## config.mk

```make
export PLATFORM = sky130hd
export DESIGN_NAME = dru_top
export DESIGN_NICKNAME = d
export VERILOG_FILES = /design/src/hw/dru_pkg.sv /design/src/hw/dru_top.sv
export VERILOG_INCLUDE_DIRS = /design/src /design/src/hw
export SDC_FILE = /design/constraint.sdc
export NUM_CORES = 1
export LEC_CHECK = 0
export ABC_AREA = 0
export BUFFER_PORTS_ARGS = -buffer_cell sky130_fd_sc_hd__buf_2
export CORE_UTILIZATION = 50
export CTS_CLUSTER_DIAMETER = 50
export DETAILED_ROUTE_END_ITERATION = 8
export PLACE_DENSITY = 0.74
export SLEW_MARGIN = 5
export SYNTH_ARGS = -nofsm -noshare
export SYNTH_HDL_FRONTEND = slang
export SYNTH_SLANG_ARGS = --single-unit
```

## constraint.sdc

```tcl
create_clock -name clock_in -period 7.8 [get_ports clock_in]
set_input_delay 0.39 -clock clock_in [delete_from_list [all_inputs] [get_ports clock_in]]
set_output_delay 0.39 -clock clock_in [all_outputs]
set_load 0.05 [all_outputs]
```

## src/hw/dru_defs.svh

```systemverilog
/*
 * Constants of the DAC command interpreter: command codes, limits, timing.
 * Assumes inclusion by name from the design files; definitions only.
 */
`ifndef DRU_DEFS_SVH
`define DRU_DEFS_SVH

`define DRU_GC_ADDR 7'h00
`define DRU_GC_UPDATE 8'h08
`define DRU_CMD_SEQ_WRITE 5'h0A
`define DRU_SEQ_MAX_BYTES 4'hA
`define DRU_BYTE_CNT_MAX 4'hF
`define DRU_CODE_FULL_SCALE 12'hFFF
`define DRU_CLK_PERIOD_NS 10
`define DRU_NVM_WRITE_NS 25000000
`define DRU_NVM_WRITE_CYCLES (`DRU_NVM_WRITE_NS / `DRU_CLK_PERIOD_NS)

`endif

```

## src/hw/dru_pkg.sv

```systemverilog
/*
 * Types of the DAC command interpreter.
 * Assumes nothing beyond a SystemVerilog compiler.
 */
package dru_pkg;
    typedef logic [11:0] dru_code_t;
    typedef dru_code_t [3:0] dru_codes_t;
    typedef enum logic [4:0] {
        DRU_IDLE = 5'h01,
        DRU_RX = 5'h02,
        DRU_ACK = 5'h04,
        DRU_TX = 5'h08,
        DRU_RACK = 5'h10
    } dru_state_t;
    typedef struct packed {
        logic start;
        logic stop;
        logic rise;
        logic fall;
        logic sda;
    } dru_bus_ev_t;
endpackage : dru_pkg

```

## src/hw/dru_top.sv

```systemverilog
/*
 * Two-wire bus slave of a quad 12-bit DAC: sequential write, read-back of
 * input and stored copies, deferred output transfer and busy flag.
 * Assumes bus pins, strobe and pull-ups outside; sda is open drain.
 */
// How it works
// - read direction returns, channel by channel, the input register, then its stored copy
// - sequential write fills channels from select bits up to last
// - at most ten bytes per sequential write; later bytes ignored
// - channel codes are 12-bit unsigned, all ones is full scale
// - defer bit and strobe both high: output register keeps value
// - strobe falling edge copies input registers to output registers
// - defer bit or strobe low: new code passes straight to output
// - defer bit affects own channel; strobe and broadcast update all
// - while stored copy is written, flag low and commands discarded
`timescale 1ns/1ns
`include "dru_defs.svh"
module dru_top #(
    parameter logic [6:0] DEV_ADDR = 7'h4A, // arbitrary value
    parameter int unsigned NVM_WRITE_CYCLES = `DRU_NVM_WRITE_CYCLES
) (
    input wire logic clock_in,
    input wire logic sys_rst_in,
    input wire logic scl_in,
    input wire logic sda_in,
    output logic sda_out,
    output logic sda_oe_n_out,
    input wire logic load_strobe_n_in,
    output logic nvm_ready_flag_out,
    output dru_pkg::dru_codes_t dac_code_out
);
    logic [2:0] scl_s_reg, sda_s_reg, load_strobe_n_s_reg;
    logic scl_f_reg, sda_f_reg, load_strobe_n_f_reg, scl_p_reg, sda_p_reg, load_strobe_n_p_reg;
    dru_pkg::dru_state_t state_reg;
    logic [3:0] bit_cnt_reg, byte_cnt_reg, rd_ptr_reg, hi_reg;
    logic [7:0] shift_reg, tx_reg;
    logic rd_mode_reg, gc_reg, seq_reg, output_transfer_defer_bit_reg, pend_reg, ready_reg, oe_n_reg;
    logic [2:0] ch_reg;
    logic [31:0] busy_cnt_reg;
    dru_pkg::dru_codes_t in_reg, out_reg, nvm_reg;
    wire dru_pkg::dru_codes_t in_next, out_next, nvm_next;

    // three-stage sync; level moves once stages two and three agree
    always_ff @(posedge clock_in or posedge sys_rst_in) begin
        if (sys_rst_in) begin
            scl_s_reg <= 3'h7;
            sda_s_reg <= 3'h7;
            load_strobe_n_s_reg <= 3'h7;
        end else begin
            scl_s_reg <= {scl_s_reg[1:0], scl_in};
            sda_s_reg <= {sda_s_reg[1:0], sda_in};
            load_strobe_n_s_reg <= {load_strobe_n_s_reg[1:0], load_strobe_n_in};
        end
    end
    always_ff @(posedge clock_in or posedge sys_rst_in) begin
        if (sys_rst_in) begin
            {scl_f_reg, sda_f_reg, load_strobe_n_f_reg} <= 3'h7;
            {scl_p_reg, sda_p_reg, load_strobe_n_p_reg} <= 3'h7;
        end else begin
            if (scl_s_reg[1] == scl_s_reg[2]) scl_f_reg <= scl_s_reg[2];
            if (sda_s_reg[1] == sda_s_reg[2]) sda_f_reg <= sda_s_reg[2];
            if (load_strobe_n_s_reg[1] == load_strobe_n_s_reg[2]) load_strobe_n_f_reg <= load_strobe_n_s_reg[2];
            {scl_p_reg, sda_p_reg, load_strobe_n_p_reg} <= {scl_f_reg, sda_f_reg, load_strobe_n_f_reg};
        end
    end

    wire dru_pkg::dru_bus_ev_t ev;
    assign ev.start = sda_p_reg & ~sda_f_reg & scl_f_reg & scl_p_reg;
    assign ev.stop = ~sda_p_reg & sda_f_reg & scl_f_reg & scl_p_reg;
    assign ev.rise = scl_f_reg & ~scl_p_reg;
    assign ev.fall = ~scl_f_reg & scl_p_reg;
    assign ev.sda = sda_f_reg;

    wire st_rx = (state_reg == dru_pkg::DRU_RX);
    wire st_ack = (state_reg == dru_pkg::DRU_ACK);
    wire st_tx = (state_reg == dru_pkg::DRU_TX);
    wire st_rack = (state_reg == dru_pkg::DRU_RACK);
    wire byte_done = st_rx & ev.fall & (bit_cnt_reg == 4'h8);
    wire is_addr = (byte_cnt_reg == 4'h0);
    wire addr_hit = (shift_reg[7:1] == DEV_ADDR);
    wire gc_hit = (shift_reg[7:1] == `DRU_GC_ADDR) & ~shift_reg[0];
    wire busy = ~ready_reg;
    wire ack_now = is_addr ? (~busy & (addr_hit | gc_hit)) : 1'b1;
    wire data_byte = byte_done & ~is_addr & ~rd_mode_reg;
    wire cmd_byte = data_byte & (byte_cnt_reg == 4'h1);
    wire seq_take = cmd_byte & ~gc_reg & (shift_reg[7:3] == `DRU_CMD_SEQ_WRITE);
    wire gc_upd = cmd_byte & gc_reg & (shift_reg == `DRU_GC_UPDATE);
    // only bytes two through nine carry codes; channel past last ignored
    wire code_byte = data_byte & seq_reg & (byte_cnt_reg >= 4'h2)
                   & (byte_cnt_reg < `DRU_SEQ_MAX_BYTES) & ~ch_reg[2];
    wire hi_wr = code_byte & ~byte_cnt_reg[0];
    wire ch_wr = code_byte & byte_cnt_reg[0];
    wire [1:0] wch = ch_reg[1:0];
    wire dru_pkg::dru_code_t wr_code = {hi_reg, shift_reg};
    wire defer = output_transfer_defer_bit_reg & load_strobe_n_f_reg;
    wire load_strobe_n_fall = load_strobe_n_p_reg & ~load_strobe_n_f_reg;
    wire rack_nack = st_rack & ev.rise & ev.sda;
    wire tx_load = (st_ack & ev.fall & rd_mode_reg) | (st_rack & ev.fall);
    wire dru_pkg::dru_code_t rd_code = rd_ptr_reg[1] ? nvm_reg[rd_ptr_reg[3:2]]
                                                     : in_reg[rd_ptr_reg[3:2]];
    wire [7:0] rd_byte = rd_ptr_reg[0] ? rd_code[7:0] : {ready_reg, 3'h0, rd_code[11:8]};

    // bus state machine
    always_ff @(posedge clock_in or posedge sys_rst_in) begin
        if (sys_rst_in) begin
            state_reg <= dru_pkg::DRU_IDLE;
        end else if (ev.stop) begin
            state_reg <= dru_pkg::DRU_IDLE;
        end else if (ev.start) begin
            state_reg <= dru_pkg::DRU_RX;
        end else begin
            case (state_reg)
                dru_pkg::DRU_RX: if (byte_done) begin
                    state_reg <= ack_now ? dru_pkg::DRU_ACK : dru_pkg::DRU_IDLE;
                end
                dru_pkg::DRU_ACK: if (ev.fall) begin
                    state_reg <= rd_mode_reg ? dru_pkg::DRU_TX : dru_pkg::DRU_RX;
                end
                dru_pkg::DRU_TX: if (ev.fall && bit_cnt_reg == 4'h7) begin
                    state_reg <= dru_pkg::DRU_RACK;
                end
                dru_pkg::DRU_RACK: begin
                    if (rack_nack) state_reg <= dru_pkg::DRU_IDLE;
                    else if (ev.fall) state_reg <= dru_pkg::DRU_TX;
                end
                default: state_reg <= state_reg;
            endcase
        end
    end

    // bit and byte counters, receive and transmit shifters
    always_ff @(posedge clock_in or posedge sys_rst_in) begin
        if (sys_rst_in) begin
            bit_cnt_reg <= 4'h0;
            byte_cnt_reg <= 4'h0;
            shift_reg <= 8'h00;
            tx_reg <= 8'hFF;
        end else if (ev.start) begin
            bit_cnt_reg <= 4'h0;
            byte_cnt_reg <= 4'h0;
        end else begin
            if (st_rx && ev.rise) shift_reg <= {shift_reg[6:0], ev.sda};
            if (st_rx && ev.rise) bit_cnt_reg <= bit_cnt_reg + 4'h1;
            if ((st_ack && ev.fall) || tx_load) bit_cnt_reg <= 4'h0;
            if (st_tx && ev.fall) bit_cnt_reg <= bit_cnt_reg + 4'h1;
            if (byte_done && byte_cnt_reg != `DRU_BYTE_CNT_MAX) begin
                byte_cnt_reg <= byte_cnt_reg + 4'h1;
            end
            if (tx_load) tx_reg <= rd_byte;
            else if (st_tx && ev.fall) tx_reg <= {tx_reg[6:0], 1'b1};
        end
    end

    // open-drain data drive; enable low pulls the line low
    always_ff @(posedge clock_in or posedge sys_rst_in) begin
        if (sys_rst_in) begin
            oe_n_reg <= 1'b1;
        end else if (ev.stop || ev.start || rack_nack) begin
            oe_n_reg <= 1'b1;
        end else if (byte_done) begin
            oe_n_reg <= ~ack_now;
        end else if (tx_load) begin
            oe_n_reg <= rd_byte[7];
        end else if (st_tx && ev.fall) begin
            oe_n_reg <= (bit_cnt_reg == 4'h7) ? 1'b1 : tx_reg[6];
        end else if (st_ack && ev.fall) begin
            oe_n_reg <= 1'b1;
        end
    end

    // transaction mode and sequential channel pointer
    always_ff @(posedge clock_in or posedge sys_rst_in) begin
        if (sys_rst_in) begin
            rd_mode_reg <= 1'b0;
            gc_reg <= 1'b0;
            seq_reg <= 1'b0;
            output_transfer_defer_bit_reg <= 1'b0;
            ch_reg <= 3'h0;
            hi_reg <= 4'h0;
            rd_ptr_reg <= 4'h0;
        end else if (ev.stop || ev.start || rack_nack) begin
            rd_mode_reg <= 1'b0;
            seq_reg <= 1'b0;
            rd_ptr_reg <= 4'h0;
        end else begin
            if (byte_done && is_addr) begin
                rd_mode_reg <= shift_reg[0] & addr_hit & ack_now;
                gc_reg <= gc_hit;
            end
            if (seq_take) begin
                seq_reg <= 1'b1;
                ch_reg <= {1'b0, shift_reg[2:1]};
                output_transfer_defer_bit_reg <= shift_reg[0];
            end
            if (hi_wr) hi_reg <= shift_reg[3:0];
            if (ch_wr) ch_reg <= ch_reg + 3'h1;
            if (tx_load) rd_ptr_reg <= rd_ptr_reg + 4'h1;
        end
    end

    // per-channel next values of input, output and stored copy registers
    for (genvar i = 0; i < 4; i++) begin : g_ch
        wire hit = ch_wr & (wch == 2'(i));
        assign in_next[i] = hit ? wr_code : in_reg[i];
        assign nvm_next[i] = hit ? wr_code : nvm_reg[i];
        assign out_next[i] = (load_strobe_n_fall | gc_upd) ? in_next[i]
                           : (hit & ~defer) ? wr_code : out_reg[i];
    end
    // whole vectors in one process, so each register has a single writer
    always_ff @(posedge clock_in or posedge sys_rst_in) begin
        if (sys_rst_in) begin
            in_reg <= 48'h0;
            out_reg <= 48'h0;
            nvm_reg <= 48'h0;
        end else begin
            in_reg <= in_next;
            out_reg <= out_next;
            nvm_reg <= nvm_next;
        end
    end

    // stored-copy write timer started by the stop that ends the write
    always_ff @(posedge clock_in or posedge sys_rst_in) begin
        if (sys_rst_in) begin
            pend_reg <= 1'b0;
            ready_reg <= 1'b1;
            busy_cnt_reg <= 32'h0;
        end else if (ev.stop && pend_reg) begin
            pend_reg <= 1'b0;
            ready_reg <= 1'b0;
            busy_cnt_reg <= NVM_WRITE_CYCLES;
        end else begin
            if (ch_wr) pend_reg <= 1'b1;
            if (busy_cnt_reg != 32'h0) busy_cnt_reg <= busy_cnt_reg - 32'h1;
            if (busy_cnt_reg == 32'h1) ready_reg <= 1'b1;
        end
    end

    always_ff @(posedge clock_in or posedge sys_rst_in) begin
        if (sys_rst_in) sda_out <= 1'b0;
        else sda_out <= 1'b0;
    end
    assign sda_oe_n_out = oe_n_reg;
    assign nvm_ready_flag_out = ready_reg;
    assign dac_code_out = out_reg;

    a_busy_no_ack: assert property (@(posedge clock_in) disable iff (sys_rst_in)
        (busy && byte_done && is_addr) |=> sda_oe_n_out) else $error("ack while busy");
    a_strobe_copy: assert property (@(posedge clock_in) disable iff (sys_rst_in)
        load_strobe_n_fall |=> (dac_code_out == in_reg)) else $error("strobe copy missed");
    a_defer_hold: assert property (@(posedge clock_in) disable iff (sys_rst_in)
        (ch_wr && defer && !load_strobe_n_fall) |=> (dac_code_out[$past(wch)] ==
        $past(dac_code_out[wch]))) else $error("deferred output changed");
    a_pass_through: assert property (@(posedge clock_in) disable iff (sys_rst_in)
        (ch_wr && !defer) |=> (dac_code_out[$past(wch)] == $past(wr_code)))
        else $error("code not passed through");
    a_byte_limit: assert property (@(posedge clock_in) disable iff (sys_rst_in)
        ch_wr |-> (byte_cnt_reg < 4'hA && byte_cnt_reg > 4'h2)) else $error("byte limit");
    a_start_chan: assert property (@(posedge clock_in) disable iff (sys_rst_in)
        seq_take |=> (ch_reg == {1'b0, $past(shift_reg[2:1])})) else $error("start chan");
    a_read_exit: assert property (@(posedge clock_in) disable iff (sys_rst_in)
        (ev.stop || rack_nack) |=> (!rd_mode_reg && state_reg == dru_pkg::DRU_IDLE))
        else $error("read mode not left");
    a_read_order: assert property (@(posedge clock_in) disable iff (sys_rst_in)
        (tx_load && rd_ptr_reg == 4'h2) |=> (tx_reg[3:0] == nvm_reg[0][11:8]))
        else $error("read order");
    c_seq_write: cover property (@(posedge clock_in) ch_wr ##[1:1000] ev.stop);
    c_read_byte: cover property (@(posedge clock_in) tx_load && rd_mode_reg);
    c_strobe: cover property (@(posedge clock_in) load_strobe_n_fall && dac_code_out != in_reg);
    c_broadcast: cover property (@(posedge clock_in) gc_upd);
endmodule : dru_top

```

==> results.json <==
{
  "status": "finished, violations left",
  "violations": "DRC",
  "clock_sinks": 237,
  "clock_skew_ns": 0.0115,
  "synth_seq_area_share_pct": 52.6,
  "grt_pass1_vias": 8478,
  "area_growth_pct": 14.0,
  "utilization_pct": 58.6,
  "vias": 8727,
  "slew_headroom_pct": 20.3,
  "dp_hpwl_um": 18800,
  "arrival_ns": 3.95,
  "placed_cells": 1362,
  "drc_errors": 4,
  "layout.nets": 1134,
  "wirelength_um": 28300,
  "async_reset_ff_share_pct": 100,
  "synth.distinct_cells": 76,
  "clk_pin_slew_worst_paths_ns": 0.06,
  "core_area_sq_um": 22000,
  "cts_tree": "yes",
  "ys.flop_type": "dfrtp_1",
  "numCtsBuffers": 30,
  "cts-htree-levels": 1,
  "dr.pass1.iters": 9,
  "synth_fp_nets": 1105,
  "design_area_sq_um": 12900,
  "fmax_mhz": 287,
  "clock_path_buffers": 3,
  "drive_above_1_share_pct": 22.8,
  "rsz0062_at_grt": "false",
  "hold_slack_ns": 0.0167,
  "die_w_um": 153,
  "diodes": 0,
  "worstPathRequired_ns": 8.28,
  "setup_slack_ns": 4.32,
  "hp-class": "in2async",
  "hold_viol": 0,
  "rr_startpoint": "state_reg[3]$_DFFE_PP0P_",
  "final_cells": 1421,
  "antenna_found_initial": 0,
  "syn_inst": 1088,
  "postRouteAntennaNets": 0,
  "placementRows": 54,
  "overflow": 0,
  "dieArea_sq_um": 23300,
  "seq_area_sq_um": 5960,
  "pwr_density_cell_nw_per_um2": 267,
  "period_minus_slack_ns": 3.48,
  "ys_seq_elements": 237,
  "dpl_cell_area_sq_um": 11800,
  "port_buffers": 54,
  "grt_max_degree": 121,
  "num-fill-cells": 1782,
  "p_total_mw": 3.45,
  "final_max_slew_viol_count": 0,
  "synth-edff-count": 0,
  "cap_violations": 0,
  "grt_pass1_wl_um": 46700,
  "routed_via_density": 6.14,
  "synth_area_per_cell_sq_um": 10.4,
  "met3_length_um": 2060,
  "io_pins": 56,
  "startpoint": "state_reg[3]$_DFFE_PP0P_",
  "leakage_nw": 6.11,
  "path_class": "reg2reg",
  "worst_slew_pin_slew_ns": 1.19,
  "clk_latency_ns": 0.54,
  "ir_drop_mv": 0.170,
  "grt_usage_pct": 25.1,
  "drt-initial-drc-count": 659,
  "initial_core_util_pct": 51.5,
  "route.met2.wl_um": 12600,
  "wirelength_met1_um": 12600,
  "ys_warn_count": 0,
  "multi_input_area_sq_um": 5070,
  "cp-start-kind": "flip-flop",
  "syn_area_sq_um": 11300,
  "die_y_um": 153,
  "wire_per_inst_um": 19.9,
  "cts_root_buf": "clkbuf_16",
  "routabilityCongestion": 0.857,
  "worstPathMaxFanout": 51,
  "setup_tns_ns": 0,
  "fin_crit_sh_pct": 44.6,
  "finalSetupViolations": 0,
  "dp_slack_ns": 4.40,
  "highest_layer": "met4",
  "setup.worst_path.end_class": "flip-flop",
  "cts_resized": 0
}
layout by cell type, fill, tap and decap left out, types with 8 or more instances in the layout:
master	n
dfrtp_1	212
nor3_1	49
ha_1	12
a211oi_1	13
o21ai_0	20
or4_1	14
buf_2	54
nand2b_1	14
nand2_1	272
o31ai_1	13
mux2_2	19
nand3_1	16
or3_1	50
a21oi_1	24
clkbuf_16	31
buf_4	13
mux4_2	28
o221a_2	36
inv_1	17
nor2_1	31
nor4_1	11
mux2i_1	8
dfstp_2	25
o211ai_1	8
report_power, final:
group / internal, mW / leakage (nW) / total, mW / switching, mW
registers: 1.33 / 3.11 / 1.50 / 0.173
clock network: 0.888 / 0.512 / 1.43 / 0.546
logic: 0.163 / 2.48 / 0.512 / 0.350
repair_timing:
item | CTS | global route
hold endpoints to repair | 3 | 0
setup buffers | 0 | 0
hold buffers | 3 | 0
cell usage after synthesis (all sizes together), types with 14 or more instances:
cell type	instances	area, sq um
mux4	28	631
o221a	36	405
dfrtp	212	5310
mux2	19	214
or4	17	136
nor2	31	116
nand3	16	80.1
clkbuf	56	210
or3	56	365
a21oi	24	120
inv	18	67.6
nand2b	14	87.6
nor3	49	245
buf	17	90.1
nand2	272	1020
dfstp	25	657
o21ai	24	120
final timing paths:
kind | end | slack, ns | cells after the start
max in group asynchronous | bit_cnt_reg[3]$_DFFE_PP0P_ | 5.80 | 4
hold / removal | nvm_reg[44]$_DFFE_PP0P_ | 0.02 | 2
min in group clock_in | scl_s_reg[1]$_DFF_PP1_ | 0.35 | 0
setup reg to reg | dac_code_out[27]$_DFFE_PP0P_ | 4.32 | 6
setup / recovery | dac_code_out[27]$_DFFE_PP0P_ | 4.32 | 6
hold reg to reg | scl_s_reg[1]$_DFF_PP1_ | 0.35 | 0
routing by layer:
| layer | GRT usage, % | vias to the layer above |
|---|---|---|
| met5 | 0 | - |
| met4 | 10.6 | 0 |
| met3 | 4.58 | 62 |
| met2 | 37.2 | 337 |
| met1 | 36.5 | 4330 |
| li1 | - | 3998 |
cells by family (layout without fill, tap and decap cells):
family	count (synthesis)	count (layout)	share of synthesized area, %
other	1	1	0.0331
DFF	237	237	52.6
AOI/OAI and AO/OA	162	162	11.5
xor gates and xnor gates	12	12	0.927
and+or+nand+nor	515	515	21.9
muxes	55	55	8.16
buffers and inverters	91	144	3.25
adders and majority gates	15	15	1.59
cell type report:
class                           count  share of cell area [%]
Tap cell                          280                    2.71
Clock buffer                       40                    6.73
Timing Repair Buffer               70                    3.08
Sequential cell                   237                    46.2
Clock inverter                     16                    1.51
Inverter                           18                   0.581
Multi-Input combinational cell    760                    39.2
critical path: stages, from the launching register on:
cell and delay, ns:
dfrtp_1 0.52, nor4_1 0.43, nand4_1 0.68, o41a_1 0.60, buf_4 0.28, o21ai_1 0.56
o221a_2 0.32
(Power assumes the default switching activity.)
